## config.mk

```make
export PLATFORM = sky130hd
export DESIGN_NAME = rdtl_top
export DESIGN_NICKNAME = d
export VERILOG_FILES = /design/src/rdtl_pkg.sv /design/src/rdtl_code_mem.sv /design/src/rdtl_top.sv
export SDC_FILE = /design/constraint.sdc
export NUM_CORES = 1
export LEC_CHECK = 0
export ABC_CLOCK_PERIOD_IN_PS = 3100
export BUFFER_PORTS_ARGS = -buffer_cell sky130_fd_sc_hd__buf_4
export CORE_MARGIN = 2
export CORE_UTILIZATION = 25
export CTS_CLUSTER_DIAMETER = 200
export CTS_CLUSTER_SIZE = 8
export DETAILED_ROUTE_END_ITERATION = 16
export PLACE_DENSITY = 0.39
export RECOVER_POWER = 100
export SLEW_MARGIN = 20
export SYNTH_ARGS = -nofsm -noshare
export SYNTH_HDL_FRONTEND = slang
export SYNTH_SLANG_ARGS = --single-unit
```

## constraint.sdc

```tcl
create_clock -name aclk -period 3.1 [get_ports aclk]
set_clock_uncertainty 0.1 [all_clocks]
set_input_delay 0.155 -clock aclk [delete_from_list [all_inputs] [get_ports aclk]]
set_output_delay 0.155 -clock aclk [all_outputs]
set_load 0.005 [all_outputs]
```

## src/rdtl_pkg.sv

```systemverilog
// Package for the run direction terminal logic: register map, codes and types
package rdtl_pkg;

    // ==========================================
    // Register map (byte addresses)
    localparam logic [7:0] ADDR_CTRL   = 8'h00;
    localparam logic [7:0] ADDR_ASSIGN = 8'h04;
    localparam logic [7:0] ADDR_POLAR  = 8'h08;
    localparam logic [7:0] ADDR_STATUS = 8'h0C;

    // ==========================================
    // Field layout and values
    localparam int          NUM_TERMS      = 8;
    localparam int          CODE_W         = 8;
    localparam logic [7:0]  FUNC_REVERSE   = 8'h01;
    localparam logic [7:0]  FUNC_NONE      = 8'hFF;
    localparam logic [1:0]  SRC_TERMINALS  = 2'h1;
    localparam int          CTRL_SRC_LSB   = 0;
    localparam int          CTRL_KEYREV    = 2;
    localparam int          POL_FWD_BIT    = 8;
    localparam logic [31:0] ASSIGN_RESET   = 32'h0000_0000;
    localparam logic [1:0]  AXI_OKAY       = 2'b00;
    localparam logic [1:0]  AXI_DECERR     = 2'b11;
    localparam int          ADDR_W         = 8;

    typedef enum logic [1:0] {
        RDTL_STOP,
        RDTL_FWD,
        RDTL_REV
    } rdtl_dir_t;

    typedef struct packed {
        logic [1:0] run_source_setting;
        logic       keypad_direction_setting;
        logic [8:0] polarity_nc;
    } rdtl_cfg_t;

    typedef struct packed {
        logic      fwd;
        logic      rev;
        rdtl_dir_t dir;
    } rdtl_req_t;

endpackage

```

## src/rdtl_code_mem.sv

```systemverilog
// Function code table: one code per programmable input terminal
`timescale 1ns/1ns
module rdtl_code_mem (
    input  wire logic                                aclk,      // Clock
    input  wire logic                                aresetn,   // Sync reset, active low
    input  wire logic                                wr_en,     // Write strobe
    input  wire logic [2:0]                          wr_idx,    // Terminal to write
    input  wire logic [rdtl_pkg::CODE_W-1:0]         wr_code,   // Code to store
    output logic [rdtl_pkg::NUM_TERMS-1:0]           rev_sel_q  // Terminal holds reverse code
);

    logic [rdtl_pkg::CODE_W-1:0] code_q [rdtl_pkg::NUM_TERMS];

    // ==========================================
    // Per terminal storage, all terminals alike
    genvar g;
    generate
        for (g = 0; g < rdtl_pkg::NUM_TERMS; g++) begin : g_term
            always_ff @(posedge aclk) begin
                if (!aresetn) begin
                    code_q[g]    <= rdtl_pkg::FUNC_NONE;
                    rev_sel_q[g] <= 1'b0;
                end else begin
                    if (wr_en && (wr_idx == 3'(g))) begin
                        code_q[g] <= wr_code;
                    end
                    rev_sel_q[g] <= (code_q[g] == rdtl_pkg::FUNC_REVERSE);
                end
            end
        end
    endgenerate

endmodule

```

## src/rdtl_top.sv

```systemverilog
// Run direction terminal decoder with AXI4-Lite registers
// Functional notes
// - Forward input high requests forward run; low requests stop.
// - Terminal assigned reverse function high requests reverse; low requests stop.
// - Forward and reverse both active gives stop, no direction chosen.
// - Normally-closed terminal reads open as active, starting rotation.
// - Keypad direction setting affects only keypad run key, not terminals.
// - Eight programmable terminals identical; reverse code 01 fits any one.
// - Forward function sits on a fixed dedicated terminal.
// - Run request present at power-up starts rotation immediately; here source resets to keypad, so held terminals wait for source set.
//
// Register access over AXI4-Lite and the register offsets were chosen for this implementation.
`timescale 1ns/1ns
module rdtl_top (
    input  wire logic        aclk,          // Clock, 25 MHz
    input  wire logic        aresetn,       // Sync reset, active low
    input  wire logic        forward_run_input, // Dedicated forward terminal
    input  wire logic [7:0]  prog_in,       // Programmable input terminals
    input  wire logic        keypad_run,    // Keypad run key
    output logic             run_fwd_q,     // Forward rotation request
    output logic             run_rev_q,     // Reverse rotation request
    output logic             stop_q,        // Stop request
    input  wire logic [7:0]  s_axi_awaddr,  // Write address
    input  wire logic        s_axi_awvalid, // Write address valid
    output logic             s_axi_awready, // Write address ready
    input  wire logic [31:0] s_axi_wdata,   // Write data
    input  wire logic [3:0]  s_axi_wstrb,   // Write strobes
    input  wire logic        s_axi_wvalid,  // Write data valid
    output logic             s_axi_wready,  // Write data ready
    output logic [1:0]       s_axi_bresp,   // Write response
    output logic             s_axi_bvalid,  // Write response valid
    input  wire logic        s_axi_bready,  // Write response ready
    input  wire logic [7:0]  s_axi_araddr,  // Read address
    input  wire logic        s_axi_arvalid, // Read address valid
    output logic             s_axi_arready, // Read address ready
    output logic [31:0]      s_axi_rdata,   // Read data
    output logic [1:0]       s_axi_rresp,   // Read response
    output logic             s_axi_rvalid,  // Read data valid
    input  wire logic        s_axi_rready   // Read data ready
);

    typedef struct packed {
        logic                aw_got;
        logic [7:0]          aw_addr;
        logic                w_got;
        logic [31:0]         w_data;
        logic [3:0]          w_strb;
        logic                bvalid;
        logic [1:0]          bresp;
        logic                rvalid;
        logic [1:0]          rresp;
        logic [31:0]         rdata;
        rdtl_pkg::rdtl_cfg_t cfg;
        rdtl_pkg::rdtl_req_t req;
    } rdtl_state_t;

    rdtl_state_t s_q;
    rdtl_state_t s_d;

    logic [7:0] rev_sel;
    logic       mem_wr;
    logic [7:0] term_act;
    logic       fwd_act;
    logic       rev_act;
    logic       term_mode;

    // ==========================================
    // Function code storage
    rdtl_code_mem u_mem (
        .aclk      (aclk),
        .aresetn   (aresetn),
        .wr_en     (mem_wr),
        .wr_idx    (s_q.w_data[10:8]),
        .wr_code   (s_q.w_data[7:0]),
        .rev_sel_q (rev_sel)
    );

    // ==========================================
    // Terminal decode
    always_comb begin
        term_act = prog_in ^ s_q.cfg.polarity_nc[7:0];
        fwd_act  = forward_run_input ^ s_q.cfg.polarity_nc[rdtl_pkg::POL_FWD_BIT];
        rev_act  = |(term_act & rev_sel);
        term_mode = (s_q.cfg.run_source_setting == rdtl_pkg::SRC_TERMINALS);
    end

    assign mem_wr = s_q.aw_got && s_q.w_got && !s_q.bvalid
                    && (s_q.aw_addr == rdtl_pkg::ADDR_ASSIGN) && s_q.w_strb[0];

    // ==========================================
    // Next state
    always_comb begin
        s_d = s_q;
        // Write channels taken in either order
        if (s_axi_awvalid && !s_q.aw_got) begin
            s_d.aw_got  = 1'b1;
            s_d.aw_addr = s_axi_awaddr;
        end
        if (s_axi_wvalid && !s_q.w_got) begin
            s_d.w_got  = 1'b1;
            s_d.w_data = s_axi_wdata;
            s_d.w_strb = s_axi_wstrb;
        end
        if (s_q.aw_got && s_q.w_got && !s_q.bvalid) begin
            s_d.bvalid = 1'b1;
            s_d.bresp  = rdtl_pkg::AXI_OKAY;
            if (s_q.aw_addr == rdtl_pkg::ADDR_CTRL) begin
                if (s_q.w_strb[0]) begin
                    s_d.cfg.run_source_setting = s_q.w_data[rdtl_pkg::CTRL_SRC_LSB +: 2];
                    s_d.cfg.keypad_direction_setting = s_q.w_data[rdtl_pkg::CTRL_KEYREV];
                end
            end else if (s_q.aw_addr == rdtl_pkg::ADDR_POLAR) begin
                if (s_q.w_strb[0]) begin
                    s_d.cfg.polarity_nc[7:0] = s_q.w_data[7:0];
                end
                if (s_q.w_strb[1]) begin
                    s_d.cfg.polarity_nc[8] = s_q.w_data[8];
                end
            end else if (s_q.aw_addr != rdtl_pkg::ADDR_ASSIGN) begin
                s_d.bresp = rdtl_pkg::AXI_DECERR;
            end
        end
        if (s_q.bvalid && s_axi_bready) begin
            s_d.bvalid = 1'b0;
            s_d.aw_got = 1'b0;
            s_d.w_got  = 1'b0;
        end
        // Read
        if (s_axi_arvalid && !s_q.rvalid) begin
            s_d.rvalid = 1'b1;
            s_d.rresp  = rdtl_pkg::AXI_OKAY;
            s_d.rdata  = 32'h0000_0000;
            if (s_axi_araddr == rdtl_pkg::ADDR_CTRL) begin
                s_d.rdata[2:0] = {s_q.cfg.keypad_direction_setting,
                                  s_q.cfg.run_source_setting};
            end else if (s_axi_araddr == rdtl_pkg::ADDR_ASSIGN) begin
                s_d.rdata[7:0] = rev_sel;
            end else if (s_axi_araddr == rdtl_pkg::ADDR_POLAR) begin
                s_d.rdata[8:0] = s_q.cfg.polarity_nc;
            end else if (s_axi_araddr == rdtl_pkg::ADDR_STATUS) begin
                s_d.rdata[3:0] = {s_q.req.fwd, s_q.req.rev, s_q.req.dir};
            end else begin
                s_d.rresp = rdtl_pkg::AXI_DECERR;
            end
        end else if (s_q.rvalid && s_axi_rready) begin
            s_d.rvalid = 1'b0;
        end
        // Direction request; no start latch, so an active input runs at once
        s_d.req.fwd = 1'b0;
        s_d.req.rev = 1'b0;
        s_d.req.dir = rdtl_pkg::RDTL_STOP;
        if (term_mode) begin
            s_d.req.fwd = fwd_act;
            s_d.req.rev = rev_act;
            if (fwd_act && !rev_act) begin
                s_d.req.dir = rdtl_pkg::RDTL_FWD;
            end else if (rev_act && !fwd_act) begin
                s_d.req.dir = rdtl_pkg::RDTL_REV;
            end else begin
                s_d.req.dir = rdtl_pkg::RDTL_STOP;
            end
        end else if (keypad_run) begin
            // Keypad key only, terminals untouched
            s_d.req.dir = s_q.cfg.keypad_direction_setting ? rdtl_pkg::RDTL_REV
                                                           : rdtl_pkg::RDTL_FWD;
        end
    end

    always_ff @(posedge aclk) begin
        if (!aresetn) begin
            s_q <= '0;
        end else begin
            s_q <= s_d;
        end
    end

    // ==========================================
    // Outputs
    assign run_fwd_q     = (s_q.req.dir == rdtl_pkg::RDTL_FWD);
    assign run_rev_q     = (s_q.req.dir == rdtl_pkg::RDTL_REV);
    assign stop_q        = (s_q.req.dir == rdtl_pkg::RDTL_STOP);
    assign s_axi_awready = !s_q.aw_got;
    assign s_axi_wready  = !s_q.w_got;
    assign s_axi_bvalid  = s_q.bvalid;
    assign s_axi_bresp   = s_q.bresp;
    assign s_axi_arready = !s_q.rvalid;
    assign s_axi_rvalid  = s_q.rvalid;
    assign s_axi_rresp   = s_q.rresp;
    assign s_axi_rdata   = s_q.rdata;
endmodule

```

==> results of run 1 <==
critical path, cell delays in order, from the launching register on:
cell      delay (ns)
dfxtp_1         0.45
nor3b_1         0.30
nand2b_1        0.41
o31ai_1         0.37
clkbuf_1        0.44
flip-flops by register name, summed over array words and instances, names as in the netlist:
register and cells:
u_mem.code_q 64, s_q 39, s_axi_rdata 9, u_mem.rev_sel_q 8, s_axi_bresp 1, s_axi_bvalid 1, s_axi_rresp 1, s_axi_rvalid 1
routing by layer:
layer | GRT usage (%) | share of wire (%) | vias to the layer above
met5 | 0 | 0 | -
met2 | 18.5 | 46 | 85
met1 | 16.6 | 48 | 1766
met4 | 4.95 | 1.3 | 0
li1 | - | - | 1813
met3 | 3.06 | 4.5 | 10
power by group through the flow:
stage / Clock [W] / Combinational, W / Sequential [W]
CTS: 0.00200 / 0.000236 / 0.00179
finish: 0.00195 / 0.000224 / 0.00179
floorplan: 0 / 0.000146 / 0.00179
detailed placement: 0 / 0.000206 / 0.00183
global placement: 0 / 0.000203 / 0.00182
global route: 0.00206 / 0.000250 / 0.00180
area by class of cell:
class                   count  area (um^2)
clock inverters             4         20.0
fillers                  2192        14200
inverters                   6         22.5
multi-input cells         303         1880
well taps                 275          344
flip-flops and latches    124         3120
repair buffers            107          823
clock buffers              28          579
logic make-up (layout without fill, tap and decap cells):
family	count (synthesis)	count (layout)
mux	24	24
flops	124	124
buf+inv	71	145
other cells	1	23
simple gates	199	199
compound gates	48	48
xor+xnor	9	9
layout by cell type, fill, tap and decap left out, types with 2 or more instances in the layout:
master	n
buf_4	45
inv_1	6
o21a_1	2
nand3b_1	8
clkbuf_4	19
dfxtp_1	60
nand3_1	10
nor4_1	10
clkinv_2	4
nor3b_1	2
clkbuf_8	7
or2b_1	9
xor2_1	8
edfxtp_1	64
and2_1	2
mux2i_1	20
a21oi_1	25
a22oi_1	4
conb_1	23
o31ai_1	4
a22o_1	5
clkbuf_16	19
dlygate4sd3_1	29
nand2b_1	10
mux4_2	3
and3b_1	2
or3_1	48
o21ai_0	5
clkbuf_1	16
nor2b_1	8
nand2_1	39
or4_1	8
nand4_1	8
nor2_1	27
worst max path at each step:
stage | slack [ns] | depth (start not counted) | endpoint | startpoint
final | 0.66 | 4 | u_mem.code_q[0][1]$_SDFFCE_PN1P_ | s_q[93]$_SDFFE_PN0P_
after global routing | 0.44 | 4 | u_mem.code_q[0][1]$_SDFFCE_PN1P_ | s_q[93]$_SDFFE_PN0P_
after CTS | 0.85 | 4 | u_mem.code_q[0][21]$_SDFFCE_PN1P_ | s_q[91]$_SDFFE_PN0P_
after detailed placement | 0.86 | 4 | u_mem.code_q[0][23]$_SDFFCE_PN1P_ | s_q[91]$_SDFFE_PN0P_
after global placement | 0.88 | 4 | u_mem.code_q[0][3]$_SDFFCE_PN1P_ | s_q[93]$_SDFFE_PN0P_
after floorplan | 0.92 | 4 | u_mem.code_q[0][0]$_SDFFCE_PN1P_ | s_q[93]$_SDFFE_PN0P_
stage by stage:
| step | utilization, % | instances | cell area, um^2 |
|---|---|---|---|
| global placement | 28.4 | 786 | 5970 |
| floorplan | - | 498 | 5440 |
| detailed placement | 28.4 | 786 | 5970 |
| global route | 32.3 | 847 | 6800 |
| CTS | 32.6 | 847 | 6860 |
| finish | 32.3 | 847 | 6800 |
what timing repair did:
action,in CTS,in global routing
hold buffers,29,0
setup buffers,0,0
endpoints found under the hold margin,27,0
==> flow_summary.yaml, run 1 <==
synth:
  yosys_register_bits: 124
  synth-adder-area-share_pct: 0
  synth.area.mux_share_pct: 5.21
  async_flop_share_pct: 0
  ys.warnings.count: 0
  synth.most_common_cell: "edfxtp_1"
  synth_top_area_share_pct: 35.9
  postSynthCellCount: 476
  post_synth_xor_area_fraction_pct: 1.47
  compound_cell_area_share_of_the_yosys_netlist_pct: 5.52
  yosysTopAreaCell: "edfxtp_1"
  synth_sequential_area_ratio_pct: 58.3
  synth_enable_flop_cells: 64
  synthFlopType: "edfxtp_1"
  synth_cell_types: 45
  synth.avg_cell_area_um2: 11.2
  largest_family_of_logic_cells_by_synthesized_area: "simple AND/OR/NAND/NOR gates"
  commonest_cells_in_the_synthesized_netlist: "64 x edfxtp_1, 60 x dfxtp_1, 48 x or3_1"
  netlist_area_mm2: 0.00535
  simple_logic_cell_fraction_of_the_synthesized_area_pct: 21.6
  synthTopCellsByArea: "edfxtp_1 36%, dfxtp_1 22%, or3_1 5.6%"
finish:
  layout.nets: 628
  synthToLayoutAreaGrowth_pct: 27.0
  diodes: 0
  drive_above_1_share_pct: 17.8
pwr:
  vdd.ir_drop.worst_uv: 309
  netSwitchingFraction_pct: 21.3
  power_frac_comb_pct: 5.7
  clock_power_share_pct: 49.1
  leakage_nw: 2.30
  totalPowerFinal_w: 0.00396
  power.density_mw_per_mm2: 583
  intPower_w: 0.00312
  seq_power_share_pct: 45.2
  p_sw_w: 0.000846
sta:
  timing.slew.headroom_pct: 42.0
  finalSetupTns_ns: 0
  grt_setup_unrepaired: "false"
  max_clock_freq_mhz: 409
  worst_pin_slew_ns: 0.869
  finalHoldViolations: 0
  finalCritPeriodShare_pct: 78.8
  slew_violations: 0
  whs_ns: 0.0197
  period_minus_slack_ns: 2.44
  setup_viol_count_final: 0
  layout_setup_ws_ns: 0.657
placed_design:
  gp_congestion: 0.692
  place.detailed.hpwl_um: 8770
  port_buffers: 66
  preCtsSetupSlack_ns: 0.858
cts:
  clkLatencyLatePin_ns: 0.41
  cts_max_path_buffers: 2
  cts_tree: "done"
  worst_setup_hold_path_clk_slew_ns: 0.06
  post_cts.resized_instances: 0
  htree_num_levels: 4
  tritoncts_num_sinks: 124
  cts_made_buffers: 17
  cts_root_buffer: "clkbuf_16"
grt:
  grt_pass1_wl_um: 20400
  first_global_vias: 3624
  maximum_number_of_pins_on_one_net_before_global_route_repair: 37
  globalRouteOverflowTotal: 0
  grt_util_all_layers_pct: 12.2
  grt_antenna_before_repair: 0
worst_setup_path:
  reg2reg_depth: 4
  worst-r2r-setup-slack_ns: 0.66
  critical_path_peak_fanout: 18
  cp.arrival_ns: 2.39
  timing.setup.critical_path_class: "flip-flop to flip-flop"
  critical_path_required_time_ns: 3.05
  endpoint_kind: "flip-flop"
  timing.critical_path.from_type: "flip-flop"
  critical_path.reg2reg.startpoint: "s_q[93]$_SDFFE_PN0P_"
  reg2reg_to: "u_mem.code_q[0][1]$_SDFFCE_PN1P_"
drt:
  routed_wl_um: 13100
  number_of_search_and_repair_iterations_in_the_first_detailed_routing_pass: 4
  antenna_left: 0
  dr_total_vias: 3674
  route.detailed.vias_per_inst: 4.34
  drt_iter0_markers: 173
  avgRoutedWirePerCell_um: 15.5
  route.detailed.drc: 0
die:
  floorplan.rows: 53
  die_w_um: 150
  num_io_pins: 113
  starting_utilization_of_the_core_area_pct: 25.5
  design.core.area_mm2: 0.0210
  die_y_um: 150
  die-area_mm2: 0.0226
hold_path:
  worstHoldPathCells: 4
  worstHoldPathType: "input pin to flip-flop"
  min_delay_worst_endpoint: "s_axi_rdata[0]$_SDFFE_PN0P_"
  holdCritStartpoint: "s_axi_araddr[5]"
run_status:
  status: "finished clean"
job:
  cap_viol_max_count: 0
Power figures use the tool's default switching activity.
==> run 2: changes to the inputs <==
- ABC_CLOCK_PERIOD_IN_PS: 3100 -> 2460
- clock period: 3.1 -> 2.46 ns (I/O delays scaled with it)
==> run 2 against run 1 <==
Sequential power increased by 26%. Die area is the same. Register-to-register slack worse by 0.42 ns. Wire length is 0.39% lower. Clock power rose by 28%. Total power rose by 28%. Via count up 2.3%. Utilization increased by 0.57 points. Combinational power increased by 33%. Critical endpoint is now u_mem.code_q[0][27]$_SDFFCE_PN1P_. Largest cell class unchanged. Largest power group unchanged. Highest routed layer unchanged.
==> flow_summary.yaml, run 2 (synthesized netlist as in run 1, its figures left out) <==
run_status:
  status: "finished clean"
die:
  die-area_mm2: 0.0226
  die_y_um: 150
  floorplan.rows: 53
  starting_utilization_of_the_core_area_pct: 25.5
  design.core.area_mm2: 0.0210
  die_w_um: 150
  num_io_pins: 113
drt:
  avgRoutedWirePerCell_um: 15.2
  routed_wl_um: 13100
  route.detailed.vias_per_inst: 4.38
  drt_iter0_markers: 140
  route.detailed.drc: 0
  antenna_left: 0
  number_of_search_and_repair_iterations_in_the_first_detailed_routing_pass: 5
  dr_total_vias: 3759
finish:
  diodes: 0
  largest_register_ffs: 64
  mostFrequentLayoutCells: "64 x edfxtp_1, 60 x dfxtp_1, 50 x buf_4"
  layout.cell_area.non_filler_mm2: 0.00692
  top_register: "u_mem.code_q"
  synthToLayoutAreaGrowth_pct: 29.2
  layout.core_utilization_pct: 32.9
  drive_above_1_share_pct: 18.7
  layout.nets: 640
  most_frequent_standard_cell_in_the_layout_excluding_fill_and_tap_cells: "edfxtp_1"
sta:
  slew_violations: 0
  grt_setup_unrepaired: "false"
  period_minus_slack_ns: 2.22
  finalCritPeriodShare_pct: 90.3
  finalSetupTns_ns: 0
  worst_pin_slew_ns: 0.755
  max_clock_freq_mhz: 450
  setup_viol_count_final: 0
  layout_setup_ws_ns: 0.239
  timing.slew.headroom_pct: 49.5
  whs_ns: 0.0853
  finalHoldViolations: 0
pwr:
  power_frac_comb_pct: 5.9
  leakage_nw: 2.36
  seq_power_share_pct: 44.6
  netSwitchingFraction_pct: 21.2
  p_sw_w: 0.00107
  intPower_w: 0.00398
  vdd.ir_drop.worst_uv: 453
  clock_power_share_pct: 49.5
  power.density_mw_per_mm2: 731
placed_design:
  detailed_place.area_mm2: 0.00603
  gp_congestion: 0.708
  preCtsSetupSlack_ns: 0.327
  place.detailed.hpwl_um: 8770
  port_buffers: 66
job:
  cap_viol_max_count: 0
worst_setup_path:
  timing.critical_path.from_type: "flip-flop"
  critPathSlowestCell: "nor4_4"
  crit_path_cell_trace: "nor4_4 -> nand4_1 -> o21ai_0 -> clkbuf_1"
  timing.setup.critical_path_class: "flip-flop to flip-flop"
  cp.arrival_ns: 2.18
  critical_path_required_time_ns: 2.41
  worst_path_largest_cell_delay_ns: 0.45
  worst-r2r-setup-slack_ns: 0.24
  critical_path_peak_fanout: 8
  endpoint_kind: "flip-flop"
cts:
  cts_max_path_buffers: 2
  cts_root_buffer: "clkbuf_16"
  postCtsSetupRepairBufs: 0
  clkLatencyLatePin_ns: 0.41
  tritoncts_num_sinks: 124
  worst_setup_hold_path_clk_slew_ns: 0.05
  cts_made_buffers: 17
  cts_tree: "done"
  htree_num_levels: 4
hold_path:
  worstHoldPathType: "input pin to flip-flop"
grt:
  first_global_vias: 3672
  maximum_number_of_pins_on_one_net_before_global_route_repair: 48
  grt.met2_usage_pct: 19.5
  globalRouteMet1Util_pct: 15.6
  globalRouteOverflowTotal: 0
  global_route.usage.met3_pct: 3.27
  grt_pass1_wl_um: 20100
  grt_antenna_before_repair: 1
  grt_util_all_layers_pct: 12.1
  grt-busiest-layer: "met2"
-- run 2: power by group through the flow --
stage,Combinational [W],Clock (W),Sequential (W)
floorplan,0.000184,0,0.00226
global placement,0.000266,0,0.00230
detailed placement,0.000270,0,0.00230
CTS,0.000312,0.00257,0.00226
global route,0.000330,0.00266,0.00226
finish,0.000298,0.00250,0.00226
-- run 2: final timing paths --
path,from,end,depth (start not counted)
worst max register to register,s_q[91]$_SDFFE_PN0P_,u_mem.code_q[0][27]$_SDFFCE_PN1P_,4
worst min-delay path,s_axi_araddr[2],s_axi_rdata[8]$_SDFFE_PN0P_,4
worst max-delay path,s_q[91]$_SDFFE_PN0P_,u_mem.code_q[0][27]$_SDFFCE_PN1P_,4
worst min register to register,u_mem.code_q[0][23]$_SDFFCE_PN1P_,u_mem.rev_sel_q[2]$_SDFF_PN0_,1
-- run 2: metal layers --
metal / vias up / part of all wire [%] / wire (um)
met4: 0 / 0.89 / 116
met1: 1824 / 47 / 6190
met3: 8 / 3.3 / 430
met5: - / 0 / 0
li1: 1847 / - / -
met2: 80 / 49 / 6360
-- run 2: final cells by class --
type | instances | area [um^2]
inverters | 6 | 22.5
well taps | 275 | 344
multi-input cells | 303 | 1890
repair buffers | 119 | 925
clock buffers | 29 | 596
fillers | 2140 | 14100
clock inverters | 3 | 15.0
flip-flops and latches | 124 | 3120
-- run 2: critical path: cells and delay by family, from the launching register on --
kind | cells | cell delay (ns)
AND/OR/NAND/NOR | 2 | 0.73
buffers and inverters | 1 | 0.42
flip-flops | 1 | 0.33
AO/OA/AOI/OAI | 1 | 0.27
-- run 2: per-stage QoR --
stage          cells  power [W]
5_1_grt          859    0.00525
6_report         859    0.00506
4_1_cts          859    0.00514
2_1_floorplan    498    0.00244
3_5_place_dp     794    0.00257
3_3_place_gp     794    0.00257
-- run 2: what timing repair did --
action	in CTS	in global routing
resized for setup	0	0
endpoints found under the setup margin	0	0
endpoints found under the hold margin	38	0
hold buffers	33	0
